[config.mk]
export PLATFORM = sky130hd
export DESIGN_NAME = hetap_regs
export DESIGN_NICKNAME = d
export VERILOG_FILES = /design/src/common/hetap_pkg.sv /design/src/design/hetap_regs.sv
export SDC_FILE = /design/constraint.sdc
export NUM_CORES = 1
export LEC_CHECK = 0
export ABC_AREA = 0
export BUFFER_PORTS_ARGS = -buffer_cell sky130_fd_sc_hd__buf_2
export CAP_MARGIN = 15
export CORE_AREA = 2 2 98 100
export DETAILED_ROUTE_END_ITERATION = 12
export DIE_AREA = 0 0 100 102
export HOLD_SLACK_MARGIN = 0.15
export PLACE_DENSITY = 0.79
export RECOVER_POWER = 100
export REMOVE_ABC_BUFFERS = 1
export SKIP_CTS_REPAIR_TIMING = 1
export SYNTH_ARGS = -nofsm -noshare
export SYNTH_HDL_FRONTEND = slang
export SYNTH_SLANG_ARGS = --single-unit
[constraint.sdc]
create_clock -name clk_i -period 1.8 [get_ports clk_i]
set_input_delay 0.36 -clock clk_i [delete_from_list [all_inputs] [get_ports clk_i]]
set_output_delay 0.36 -clock clk_i [all_outputs]
set_load 0.05 [all_outputs]
[src/common/hetap_pkg.sv]
// Package: constants and types for the echo tap coefficient bank
// Functional notes
// - Tap 1 coefficient: 8-bit read/write register at index 45.
// - Tap 2 coefficient: 8-bit read/write register at index 46.
// - Tap 3 coefficient: 8-bit read/write register at index 47.
// - Tap 4 coefficient: 8-bit read/write register at index 48.
// - An all-zero coefficient makes its filter stage contribute nothing.
// - All four coefficients clear to zero on reset.
// - Software reads and writes each coefficient; value steers the hybrid.
package hetap_pkg;

  // ****************************************
  // Sizes
  // ****************************************
  localparam int NTAPS    = 4;
  localparam int COEF_W   = 8;
  localparam int DATA_W   = 32;

  // ****************************************
  // Register indices; byte address is four times the index
  // ****************************************
  localparam logic [7:0] IDX_TAP1   = 8'h2D;
  localparam logic [7:0] IDX_TAP2   = 8'h2E;
  localparam logic [7:0] IDX_TAP3   = 8'h2F;
  localparam logic [7:0] IDX_TAP4   = 8'h30;
  localparam logic [7:0] IDX_STATUS = 8'h31;
  localparam int         STAT_PEND  = 0;

  // ****************************************
  // Reset values and bus answers
  // ****************************************
  localparam logic [COEF_W-1:0] COEF_RST = 8'h00;
  localparam logic [1:0]        RESP_OK  = 2'h0;
  localparam logic [1:0]        RESP_DEC = 2'h3;

  // ****************************************
  // Coefficient bundle, tap 1 in element 0
  // ****************************************
  typedef struct packed {
    logic [NTAPS-1:0][COEF_W-1:0] tap;
  } hetap_coeff_t;

endpackage : hetap_pkg

[src/design/hetap_regs.sv]
// Design: echo tap coefficient registers behind an AXI4-Lite slave
//
// The AXI4-Lite slave port was decided locally.
`timescale 1ns/10ps
module hetap_regs
  import hetap_pkg::*;
#(
  parameter int ADDR_W = 10
) (
  input  wire logic              clk_i,
  input  wire logic              nrst_i,
  input  wire logic              sample_stb_i,
  output hetap_coeff_t           coeffs_o,
  output logic [NTAPS-1:0]       tap_active_o,
  output logic                   pending_o,
  input  wire logic [ADDR_W-1:0] s_axi_awaddr,
  input  wire logic              s_axi_awvalid,
  output logic                   s_axi_awready,
  input  wire logic [DATA_W-1:0] s_axi_wdata,
  input  wire logic [3:0]        s_axi_wstrb,
  input  wire logic              s_axi_wvalid,
  output logic                   s_axi_wready,
  output logic [1:0]             s_axi_bresp,
  output logic                   s_axi_bvalid,
  input  wire logic              s_axi_bready,
  input  wire logic [ADDR_W-1:0] s_axi_araddr,
  input  wire logic              s_axi_arvalid,
  output logic                   s_axi_arready,
  output logic [DATA_W-1:0]      s_axi_rdata,
  output logic [1:0]             s_axi_rresp,
  output logic                   s_axi_rvalid,
  input  wire logic              s_axi_rready
);

  // ****************************************
  // Elaboration check
  // ****************************************
  if (ADDR_W < 10) begin : g_chk
    $error("ADDR_W must be at least 10");
  end

  // ****************************************
  // Address decode
  // ****************************************
  // Returns {hit, tap number}; word aligned only
  function automatic logic [2:0] tap_decode(
    input logic [ADDR_W-1:0] addr
  );
    logic [ADDR_W-1:0] idx;
    idx = addr >> 2;
    tap_decode = 3'h0;
    if (addr[1:0] == 2'h0) begin
      if (idx == ADDR_W'(IDX_TAP1)) tap_decode = 3'h4;
      if (idx == ADDR_W'(IDX_TAP2)) tap_decode = 3'h5;
      if (idx == ADDR_W'(IDX_TAP3)) tap_decode = 3'h6;
      if (idx == ADDR_W'(IDX_TAP4)) tap_decode = 3'h7;
    end
  endfunction : tap_decode

  // Status register hit
  function automatic logic stat_hit(input logic [ADDR_W-1:0] addr);
    stat_hit = (addr == ADDR_W'({IDX_STATUS, 2'h0}));
  endfunction : stat_hit

  // ****************************************
  // Write channel state
  // ****************************************
  logic              aw_full;
  logic [ADDR_W-1:0] aw_addr;
  logic              w_full;
  logic [COEF_W-1:0] w_byte;
  logic              w_lane0;
  logic              next_aw_full;
  logic [ADDR_W-1:0] next_aw_addr;
  logic              next_w_full;
  logic [COEF_W-1:0] next_w_byte;
  logic              next_w_lane0;
  logic              next_awready;
  logic              next_wready;
  logic              next_bvalid;
  logic [1:0]        next_bresp;
  logic              do_wr;
  logic [2:0]        wr_dec;

  // Address and data may come in either order
  always_comb begin
    next_aw_full = aw_full;
    next_aw_addr = aw_addr;
    next_w_full  = w_full;
    next_w_byte  = w_byte;
    next_w_lane0 = w_lane0;
    next_bvalid  = s_axi_bvalid;
    next_bresp   = s_axi_bresp;
    do_wr        = aw_full && w_full && !s_axi_bvalid;
    wr_dec       = tap_decode(aw_addr);
    if (s_axi_awvalid && s_axi_awready) begin
      next_aw_full = 1'b1;
      next_aw_addr = s_axi_awaddr;
    end
    if (s_axi_wvalid && s_axi_wready) begin
      next_w_full  = 1'b1;
      next_w_byte  = s_axi_wdata[COEF_W-1:0];
      next_w_lane0 = s_axi_wstrb[0];
    end
    if (s_axi_bvalid && s_axi_bready) begin
      next_bvalid = 1'b0;
    end
    if (do_wr) begin
      next_aw_full = 1'b0;
      next_w_full  = 1'b0;
      next_bvalid  = 1'b1;
      next_bresp   = (wr_dec[2] || stat_hit(aw_addr)) ? RESP_OK : RESP_DEC;
    end
    next_awready = !next_aw_full && !next_bvalid;
    next_wready  = !next_w_full && !next_bvalid;
  end

  // Write channel registers
  always_ff @(posedge clk_i) begin
    if (!nrst_i) begin
      aw_full       <= 1'b0;
      aw_addr       <= '0;
      w_full        <= 1'b0;
      w_byte        <= COEF_RST;
      w_lane0       <= 1'b0;
      s_axi_awready <= 1'b0;
      s_axi_wready  <= 1'b0;
      s_axi_bvalid  <= 1'b0;
      s_axi_bresp   <= RESP_OK;
    end else begin
      aw_full       <= next_aw_full;
      aw_addr       <= next_aw_addr;
      w_full        <= next_w_full;
      w_byte        <= next_w_byte;
      w_lane0       <= next_w_lane0;
      s_axi_awready <= next_awready;
      s_axi_wready  <= next_wready;
      s_axi_bvalid  <= next_bvalid;
      s_axi_bresp   <= next_bresp;
    end
  end

  // ****************************************
  // Coefficient storage
  // ****************************************
  hetap_coeff_t coef;
  hetap_coeff_t next_coef;
  logic         next_pending;

  // Software write into one tap; pending set wins over sample clear
  always_comb begin
    next_coef    = coef;
    next_pending = pending_o;
    if (sample_stb_i) begin
      next_pending = 1'b0;
    end
    if (do_wr && wr_dec[2] && w_lane0) begin
      next_coef.tap[wr_dec[1:0]] = w_byte;
      next_pending = 1'b1;
    end
  end

  // Coefficient registers, cleared on reset
  always_ff @(posedge clk_i) begin
    if (!nrst_i) begin
      coef      <= '0;
      pending_o <= 1'b0;
    end else begin
      coef      <= next_coef;
      pending_o <= next_pending;
    end
  end

  // ****************************************
  // Values applied to the filter datapath
  // ****************************************
  hetap_coeff_t     next_coeffs;
  logic [NTAPS-1:0] next_active;

  // Latch at each sample start; zero tap disabled
  always_comb begin
    next_coeffs = coeffs_o;
    next_active = tap_active_o;
    if (sample_stb_i) begin
      next_coeffs = coef;
      for (int i = 0; i < NTAPS; i++) begin
        next_active[i] = (coef.tap[i] != COEF_RST);
      end
    end
  end

  // Applied value registers
  always_ff @(posedge clk_i) begin
    if (!nrst_i) begin
      coeffs_o     <= '0;
      tap_active_o <= '0;
    end else begin
      coeffs_o     <= next_coeffs;
      tap_active_o <= next_active;
    end
  end

  // ****************************************
  // Read channel
  // ****************************************
  logic              next_arready;
  logic              next_rvalid;
  logic [DATA_W-1:0] next_rdata;
  logic [1:0]        next_rresp;
  logic [2:0]        rd_dec;

  // Answer one cycle after the address is taken
  always_comb begin
    next_rvalid = s_axi_rvalid;
    next_rdata  = s_axi_rdata;
    next_rresp  = s_axi_rresp;
    rd_dec      = tap_decode(s_axi_araddr);
    if (s_axi_rvalid && s_axi_rready) begin
      next_rvalid = 1'b0;
    end
    if (s_axi_arvalid && s_axi_arready) begin
      next_rvalid = 1'b1;
      next_rresp  = RESP_OK;
      next_rdata  = '0;
      if (rd_dec[2]) begin
        next_rdata[COEF_W-1:0] = coef.tap[rd_dec[1:0]];
      end else if (stat_hit(s_axi_araddr)) begin
        next_rdata[STAT_PEND] = pending_o;
      end else begin
        next_rresp = RESP_DEC;
      end
    end
    next_arready = !next_rvalid;
  end

  // Read channel registers
  always_ff @(posedge clk_i) begin
    if (!nrst_i) begin
      s_axi_arready <= 1'b0;
      s_axi_rvalid  <= 1'b0;
      s_axi_rdata   <= '0;
      s_axi_rresp   <= RESP_OK;
    end else begin
      s_axi_arready <= next_arready;
      s_axi_rvalid  <= next_rvalid;
      s_axi_rdata   <= next_rdata;
      s_axi_rresp   <= next_rresp;
    end
  end

  // ****************************************
  // Assertions
  // ****************************************
  a_tap1_write: assert property (@(posedge clk_i) disable iff (!nrst_i)
    do_wr && w_lane0 && wr_dec == 3'h4 |=> coef.tap[0] == $past(w_byte))
    else $error("tap 1 write lost");

  a_tap2_write: assert property (@(posedge clk_i) disable iff (!nrst_i)
    do_wr && w_lane0 && wr_dec == 3'h5 |=> coef.tap[1] == $past(w_byte))
    else $error("tap 2 write lost");

  a_tap3_write: assert property (@(posedge clk_i) disable iff (!nrst_i)
    do_wr && w_lane0 && wr_dec == 3'h6 |=> coef.tap[2] == $past(w_byte))
    else $error("tap 3 write lost");

  a_tap4_write: assert property (@(posedge clk_i) disable iff (!nrst_i)
    do_wr && w_lane0 && wr_dec == 3'h7 |=> coef.tap[3] == $past(w_byte))
    else $error("tap 4 write lost");

  a_zero_tap_off: assert property (@(posedge clk_i) disable iff (!nrst_i)
    sample_stb_i && coef.tap[0] == COEF_RST |=> !tap_active_o[0]
      && coeffs_o.tap[0] == COEF_RST)
    else $error("zero tap still active");

  a_reset_clear: assert property (@(posedge clk_i)
    !nrst_i |=> coef == '0 && coeffs_o == '0 && tap_active_o == '0)
    else $error("coefficients not cleared by reset");

  a_read_back: assert property (@(posedge clk_i) disable iff (!nrst_i)
    s_axi_arvalid && s_axi_arready && rd_dec[2] && !s_axi_rvalid
      |=> s_axi_rvalid && s_axi_rresp == RESP_OK
      && s_axi_rdata == DATA_W'($past(coef.tap[rd_dec[1:0]])))
    else $error("read data differs from register");

  a_apply_next: assert property (@(posedge clk_i) disable iff (!nrst_i)
    sample_stb_i |=> coeffs_o == $past(coef) && (pending_o == $past(do_wr && wr_dec[2]
      && w_lane0)))
    else $error("sample did not apply coefficients");

  a_write_resp: assert property (@(posedge clk_i) disable iff (!nrst_i)
    s_axi_bvalid && !s_axi_bready |=> s_axi_bvalid && $stable(s_axi_bresp))
    else $error("write response dropped early");

  a_zero_tap2_off: assert property (@(posedge clk_i) disable iff (!nrst_i)
    sample_stb_i && coef.tap[1] == COEF_RST |=> !tap_active_o[1]
      && coeffs_o.tap[1] == COEF_RST)
    else $error("zero tap 2 still active");

  a_bad_addr_keep: assert property (@(posedge clk_i) disable iff (!nrst_i)
    do_wr && !wr_dec[2] |=> coef == $past(coef))
    else $error("refused write changed a coefficient");

  a_pending_set: assert property (@(posedge clk_i) disable iff (!nrst_i)
    do_wr && wr_dec[2] && w_lane0 |=> pending_o)
    else $error("pending not set by write");

endmodule : hetap_regs

; After elaboration in Yosys (flattened, before gate mapping)
; Cells that the tools add are included.
[classes]
magnitude_cmp = 3
n_eq_ne = 10
mux = 31
reduce_logical = 25
[op_table]
columns = cell, n
row1 = $eq 8x6->1 const B, 8
row2 = $bwmux 32, 1
row3 = $reduce_bool 8->1, 4
row4 = $mux 3, 10
row5 = $eq 10x8->1 const B, 2
row6 = $bmux 8 s2, 1
row7 = $demux 8 s2, 1
row8 = $mux 8, 2
row9 = $logic_and 1x1->1, 12
row10 = $mux 1, 12
row11 = $mux 7, 1
row12 = $lt 2x3->1 const B, 2
row13 = $mux 2, 3
row14 = $logic_not 1->1, 5
row15 = $logic_not 2->1, 2
row16 = $ge 2x1->1 const B, 1
row17 = $reduce_bool 2->1, 1
row18 = $logic_or 1x1->1, 1
[word_totals]
ff_bits = 107
in_bits = 64
output_inout_bits = 78
word_cells = 92

; Depth between registers and ports, before layout
; Gate-level depths: netlist of run 1.
[logic_depth]
word_depth = 11
ltp_mapped = 6
ltp_nobuf = 4

; Least setup slack after synthesis of run 1
; OpenSTA, ideal clock, no wires.
[synth_timing]
path_type = register to register
start = register s_axi_bvalid
end = register coef[10] in the netlist's numbering
setup_time_ns = 0.072
t_arrival_ns = 1.736
required_time_ns = 1.728
path_slack_ns = -0.008
stages_incl_launch_ff = 6
path_buffers = 1
period_less_slack_ns = 1.808
cell_sequence = dfxtp_1 and3b_1 nand4_1 buf_4 nor3_4 mux2i_1
[synth_between]
elab_chain_len = 4
[synth_rtl]
columns = element, line
row1 = start: declaration, hetap_regs.sv:24  ; output logic s_axi_bvalid,
row2 = start signal: assignment, hetap_regs.sv:138  ; s_axi_bvalid <= next_bvalid;
row3 = $logic_not 1->1, hetap_regs.sv:94  ; do_wr = aw_full && w_full && !s_axi_bvalid;
row4 = $logic_and 1x1->1, hetap_regs.sv:94
row5 = $logic_and 1x1->1 (2 in series), hetap_regs.sv:157  ; if (do_wr && wr_dec[2] && w_lane0) begin
row6 = end signal: assignment, hetap_regs.sv:169  ; coef <= next_coef;
row7 = end: declaration, hetap_regs.sv:146  ; hetap_coeff_t coef;
; Every way passes these cells.
; A chain may end at the register's enable or synchronous reset.

==> impl_results.md, run 1 <==
* Slew margin rel. at between 20% and 30%
* Top cells by area, synth: dfxtp_1 46%, mux2i_1 14%, nand2_1 7.5%
* Worst Max-Slew Pin Slew at roughly 1.2 ns
* H-tree levels at 3
* Final hold vios at 0
* Worst-Skew Late Latency at approximately 0.37 ns
* Post-synth top area share at between 40% and 50%
* CP cell instances: clkbuf_1 -> clkbuf_4 -> clkbuf_2 -> o21ai_0 -> a31oi_1
* Setup Skew at 0.01005 ns
* Crit Path Class: in -> reg
* Layout cells sized above 1 at 14.04%
* Fillcell total at 840
* Placed inst area at ~0.005 mm²
* Util after Layout at 57.73%
* Commonest non-fill, non-tap cell in the layout: dfxtp_1
* EDFF count, synth at 0
* Outcome: finished, final reports clean
* Final setup fails at 0
* Nets at 650
* Starting Density at approximately 51%
* Synthesized flop and latch total at between 100 and 150
* Cell internal pwr at roughly 3.3 mW
* Post-route setup TNS at 0 ns
* Pwr Density at about 840 mW/mm²
* Largest net degree at the start of global routing at a little over 70
* # diodes at 0
* Final period util at approximately nine tenths
* Hold/Removal Path Class: in -> reg
* Clock power frac at a little over a third
* CTS Sinks at ~110
* Critical path capture point type: flip-flop
* Switching power at 1.157 mW
* Routed Antenna Nets at 0
* Vias at around 3600
* CTS Root Cell: clkbuf_8
* Distinct cell type count after synthesis at 48
* Final wirelength at 10450 µm
* Sw frac at approximately a quarter
* Die X at roughly 100 µm
* Power share of the combinational group at about a tenth
* Vias in the first global route at 3541
* Worst reg2reg startpoint: s_axi_bvalid
* GP Congestion at slightly below 0.9
* CTS tree: done
* Layout Area Growth over Synthesis at 14.31%
* Number of antenna violations at the first check in global routing at 0
* Maximum vdd drop at 0.4408 mV
* Die ar. at roughly 0.010 mm²
* Seq pwr share at 54.0%
* CP startpoint: nrst_i
* HPWL Detailed at a little under 8000 µm
* Final Power at about 4.4 mW
* Critical Path AT at a little under 2 ns
* Routed WL per cell at ~15 µm
* Yosys top cell by area: dfxtp_1
* Row cnt at 35
* Critical path's slowest cell: clkbuf_4
* Fin crit period at 1.646 ns
* Detailed-router iteration count before antenna repair at 4
* Tot GR Track Use at about a fifth
* Crit start category: input port
* Min-delay src: s_axi_awaddr[9]
* Clk buf depth at 2
* Reg-to-reg setup timing slack at roughly 0.16 ns
* YS warnings at 0
* PortBufs at 90
* Mapped Area at between 0.004 and 0.005 mm²
* Worst-path fanout max at 70
* Leakage at about 2.0 nW
* Peak Freq at just over 600 MHz
* Drt drc at 0
* Congestion Overflow GR at 0
* Die Y at slightly above 100 µm
* RSZ-0062 raised after global routing: no
* Most frequent cells in the layout: 105 x dfxtp_1, 92 x nand2_1, 64 x mux2i_1
* Ports at between 100 and 150
* Fin. max-slew vios at 0
* Register area share after synthesis at approximately 46%
* Core Box Area at a little over 0.009 mm²
* Avg Cell Area, Syn at ~9.3 µm²
* # Max-Cap Violations at 0
* Vias per cell at between 5 and 6
* 1st-iter DRT viols at between 150 and 200
* First-pass GRT wire length at 17270 µm
* Crit path largest cell delay at approximately 0.64 ns
* Final Instance Area at about 0.0053 mm²
* Mapped Cells at 497
* CP required at 2.09 ns
* CTS Buf Count at 9
* Synth Flop Type: dfxtp_1
* Clock slew at reported path FFs at about 0.09 ns
* Async S/R FF share, synth at 0%
-- registers in the layout (all words and copies together), names as in the netlist, 4 cells and up --
name,flops
s_axi_rdata,8
aw_addr,10
coeffs_o,32
tap_active_o,4
w_byte,8
coef,32
-- per-stage QoR --
stage	hold slack (ns)	setup WS, ns	instances
2_1_floorplan	0.4359	-0.1111	466
3_3_place_gp	0.4507	-0.09252	686
3_5_place_dp	0.4474	-0.1153	686
4_1_cts	0.2219	0.1447	702
5_1_grt	0.2346	0.002263	702
6_report	0.2344	0.1537	702
-- routing by layer --
metal	vias up	track usage (%)	part of all wire [%]
li1	1826	-	-
met1	1679	28.85	48
met2	107	34.25	45
met3	15	2.941	4.3
met4	0	8.957	2.2
met5	-	0	0
-- power by group through the flow --
stage | Sequential [mW] | Clock [mW] | Combinational [mW]
6_report | 2.39 | 1.58 | 0.456
5_1_grt | 2.40 | 1.68 | 0.495
4_1_cts | 2.39 | 1.59 | 0.466
3_5_place_dp | 2.44 | 0 | 0.465
3_3_place_gp | 2.44 | 0 | 0.458
2_1_floorplan | 2.49 | 0 | 0.239
-- final cells by class --
| class | count | area, µm² | area share [%] |
|---|---|---|---|
| multi-input cells | 358 | 2255 | 42.87 |
| clock inverters | 6 | 82.58 | 1.570 |
| well taps | 111 | 138.9 | 2.641 |
| clock buffers | 10 | 127.6 | 2.427 |
| flip-flops and latches | 105 | 2102 | 39.97 |
| repair buffers | 109 | 541.8 | 10.30 |
| inverters | 3 | 11.26 | 0.2141 |
-- Yosys cell counts, types with 3 or more instances --
cell and number:
nand3_1 10, o21ai_0 16, nor2_1 15, a31oi_1 4, mux2i_1 64, inv_1 3
clkbuf_1 22, nor2b_1 33, or3_1 6, and2_1 3, dfxtp_1 105, buf_2 3
nand2b_1 3, buf_4 27, a21oi_1 9, or2_2 4, nand2_1 92, a21boi_0 29
nor4_1 8, o31ai_1 6
-- final timing paths --
kind | cells after the start | end
worst max register to register | 5 | coef[21]
worst min register to register | 2 | s_axi_rdata[5]
worst min-delay path | 3 | aw_addr[9]
worst max-delay path | 5 | tap_active_o[3]
-- worst max-delay path: cells and delay by family --
family	cells	cell delay, ns
AO/OA/AOI/OAI	2	0.30
buffers and inverters	3	1.26
-- cells by family (layout without fill, tap and decap cells) --
family                 count (synthesis)  count (layout)  synth area share (%)
AO/OA/AOI/OAI                         78              78                 11.94
flip-flops                           105             105                 45.69
buffers and inverters                 57             128                 7.098
multiplexers                          64              64                 13.92
AND/OR/NAND/NOR                      192             192                 21.27
other                                  1              24               0.08151
(Power assumes the default switching activity.)
==> run 2: changes to the inputs <==
--- a/config.mk
+++ b/config.mk
@@ -13,9 +13,9 @@
 export DIE_AREA = 0 0 100 102
 export HOLD_SLACK_MARGIN = 0.15
 export PLACE_DENSITY = 0.79
-export RECOVER_POWER = 100
 export REMOVE_ABC_BUFFERS = 1
 export SKIP_CTS_REPAIR_TIMING = 1
 export SYNTH_ARGS = -nofsm -noshare
 export SYNTH_HDL_FRONTEND = slang
 export SYNTH_SLANG_ARGS = --single-unit
+export TNS_END_PERCENT = 100
==> impl_results.md, run 2 (synthesis results as in run 1) <==
* Crit Path Class: reg -> reg
* H-tree levels at 3
* Worst-path fanout max at 8
* Setup Skew at between 0.01 and 0.015 ns
* Slew margin rel. at between 50% and 60%
* CTS Root Cell: clkbuf_8
* HPWL Detailed at 7734 µm
* Largest net degree at the start of global routing at 71
* Drt drc at 0
* Detailed-router iteration count before antenna repair at 5
* First-pass GRT wire length at approximately 17000 µm
* CTS tree: done
* PortBufs at 90
* # Max-Cap Violations at 0
* Peak Freq at around 610 MHz
* Nets at 650
* Final period util at between 90% and 100%
* Number of antenna violations at the first check in global routing at 0
* Final Power at roughly 4.4 mW
* # diodes at 0
* Outcome: finished, final reports clean
* Final hold vios at 0
* Hold/Removal Path Class: in -> reg
* RSZ-0062 raised after global routing: no
* Crit start category: flip-flop
* Commonest non-fill, non-tap cell in the layout: dfxtp_1
* Starting Density at 50.51%
* Fillcell total at around 800
* Die Y at a little over 100 µm
* Pwr Density at slightly above 800 mW/mm²
* Fin crit period at about 1.6 ns
* Congestion Overflow GR at 0
* Worst-Skew Late Latency at 0.37 ns
* Crit path largest cell delay at 0.34 ns
* Clk buf depth at 2
* Die X at roughly 100 µm
* Buf+Inv Stages, Crit Path at 1
* GP Congestion at approximately 0.88
* Sequential cell area at approximately 0.0021 mm²
* Core Box Area at roughly 0.0091 mm²
* Leakage at 2.264 nW
* Routed WL per cell at between 10 and 15 µm
* Maximum vdd drop at about 0.44 mV
* Vias per cell at just over 5
* Routed Antenna Nets at 0
* CP required at 2.09 ns
* Tot GR Track Use at 21.25%
* Crit-path leading delay family: simple AND/OR/NAND/NOR gates
* Fin. max-slew vios at 0
* Largest regs: coef (32), coeffs_o (32), aw_addr (10)
* CTS Buf Count at 9
* Vias at between 3000 and 4000
* Worst Max-Slew Pin Slew at slightly below 0.7 ns
* Post-route setup TNS at 0 ns
* Critical Path AT at 1.93 ns
* Clock slew at reported path FFs at ~0.09 ns
* Most frequent cells in the layout: 105 x dfxtp_1, 92 x nand2_1, 90 x buf_2
* Layout cells sized above 1 at 23.52%
* CTS Sinks at approximately 110
* Layout Area Growth over Synthesis at 16.64%
* Final wirelength at roughly 10000 µm
* Row cnt at 35
* Die ar. at between 0.01 and 0.015 mm²
* Critical path capture point type: flip-flop
* Critical path's slowest cell: dfxtp_1
* Ports at 142
* Multi-input gate area at 0.002261 mm²
* Final setup fails at 0
* CP cell instances: and3b_1 -> nand4_1 -> nor3_4 -> buf_12 -> mux2i_1
* Vias in the first global route at approximately 3500
* 1st-iter DRT viols at approximately 190
-- run 2: changes by cell type in the layout (fill, tap and decap cells not counted), moves of 2 or more --
| cell | delta |
|---|---|
| clkbuf_1 | -55 |
| buf_12 | +2 |
| buf_4 | +2 |
| buf_2 | +55 |
| clkbuf_2 | -3 |
-- run 2: per-layer routing --
metal,vias to the layer above,GRT usage (%),part of all wire (%)
met5,-,0,0
met4,0,8.957,2.3
met3,15,2.941,4.6
met2,114,34.25,45
met1,1665,28.85,48
li1,1830,-,-
-- run 2: cell type report --
type	instances	area share, %
repair buffers	109	11.98
flip-flops and latches	105	39.17
well taps	111	2.588
inverters	3	0.2098
clock buffers	10	2.378
clock inverters	6	1.539
multi-input cells	358	42.13
-- run 2: metrics by stage --
stage | util [%] | hold WS [ns] | area [µm²] | setup WS (ns) | instances
floorplan | - | 0.4359 | 4372 | -0.1111 | 466
global placement | 56.58 | 0.4507 | 5154 | -0.09252 | 686
detailed placement | 56.58 | 0.4474 | 5154 | -0.1153 | 686
CTS | 58.89 | 0.2219 | 5364 | 0.1447 | 702
global route | 58.91 | 0.2307 | 5366 | 0.003162 | 702
finish | 58.91 | 0.2323 | 5366 | 0.1653 | 702
-- run 2: path summary, 6_finish.rpt --
kind         cells past startpoint            start  slack [ns]             end
max                              5     s_axi_bvalid        0.17        coef[21]
max reg2reg                      5     s_axi_bvalid        0.17        coef[21]
min                              3  s_axi_awaddr[9]        0.23      aw_addr[9]
min reg2reg                      2   s_axi_rdata[5]        0.46  s_axi_rdata[5]
-- run 2: worst register-to-register path, cell delays in order, from the launching register on --
cell and delay (ns):
dfxtp_1 0.34, and3b_1 0.28, nand4_1 0.28, nor3_4 0.30, buf_12 0.17, mux2i_1 0.20
-- run 2: power breakdown --
group          internal [mW]  switching (mW)
Sequential              2.36          0.0276
Clock                  0.778           0.797
Combinational          0.137           0.330
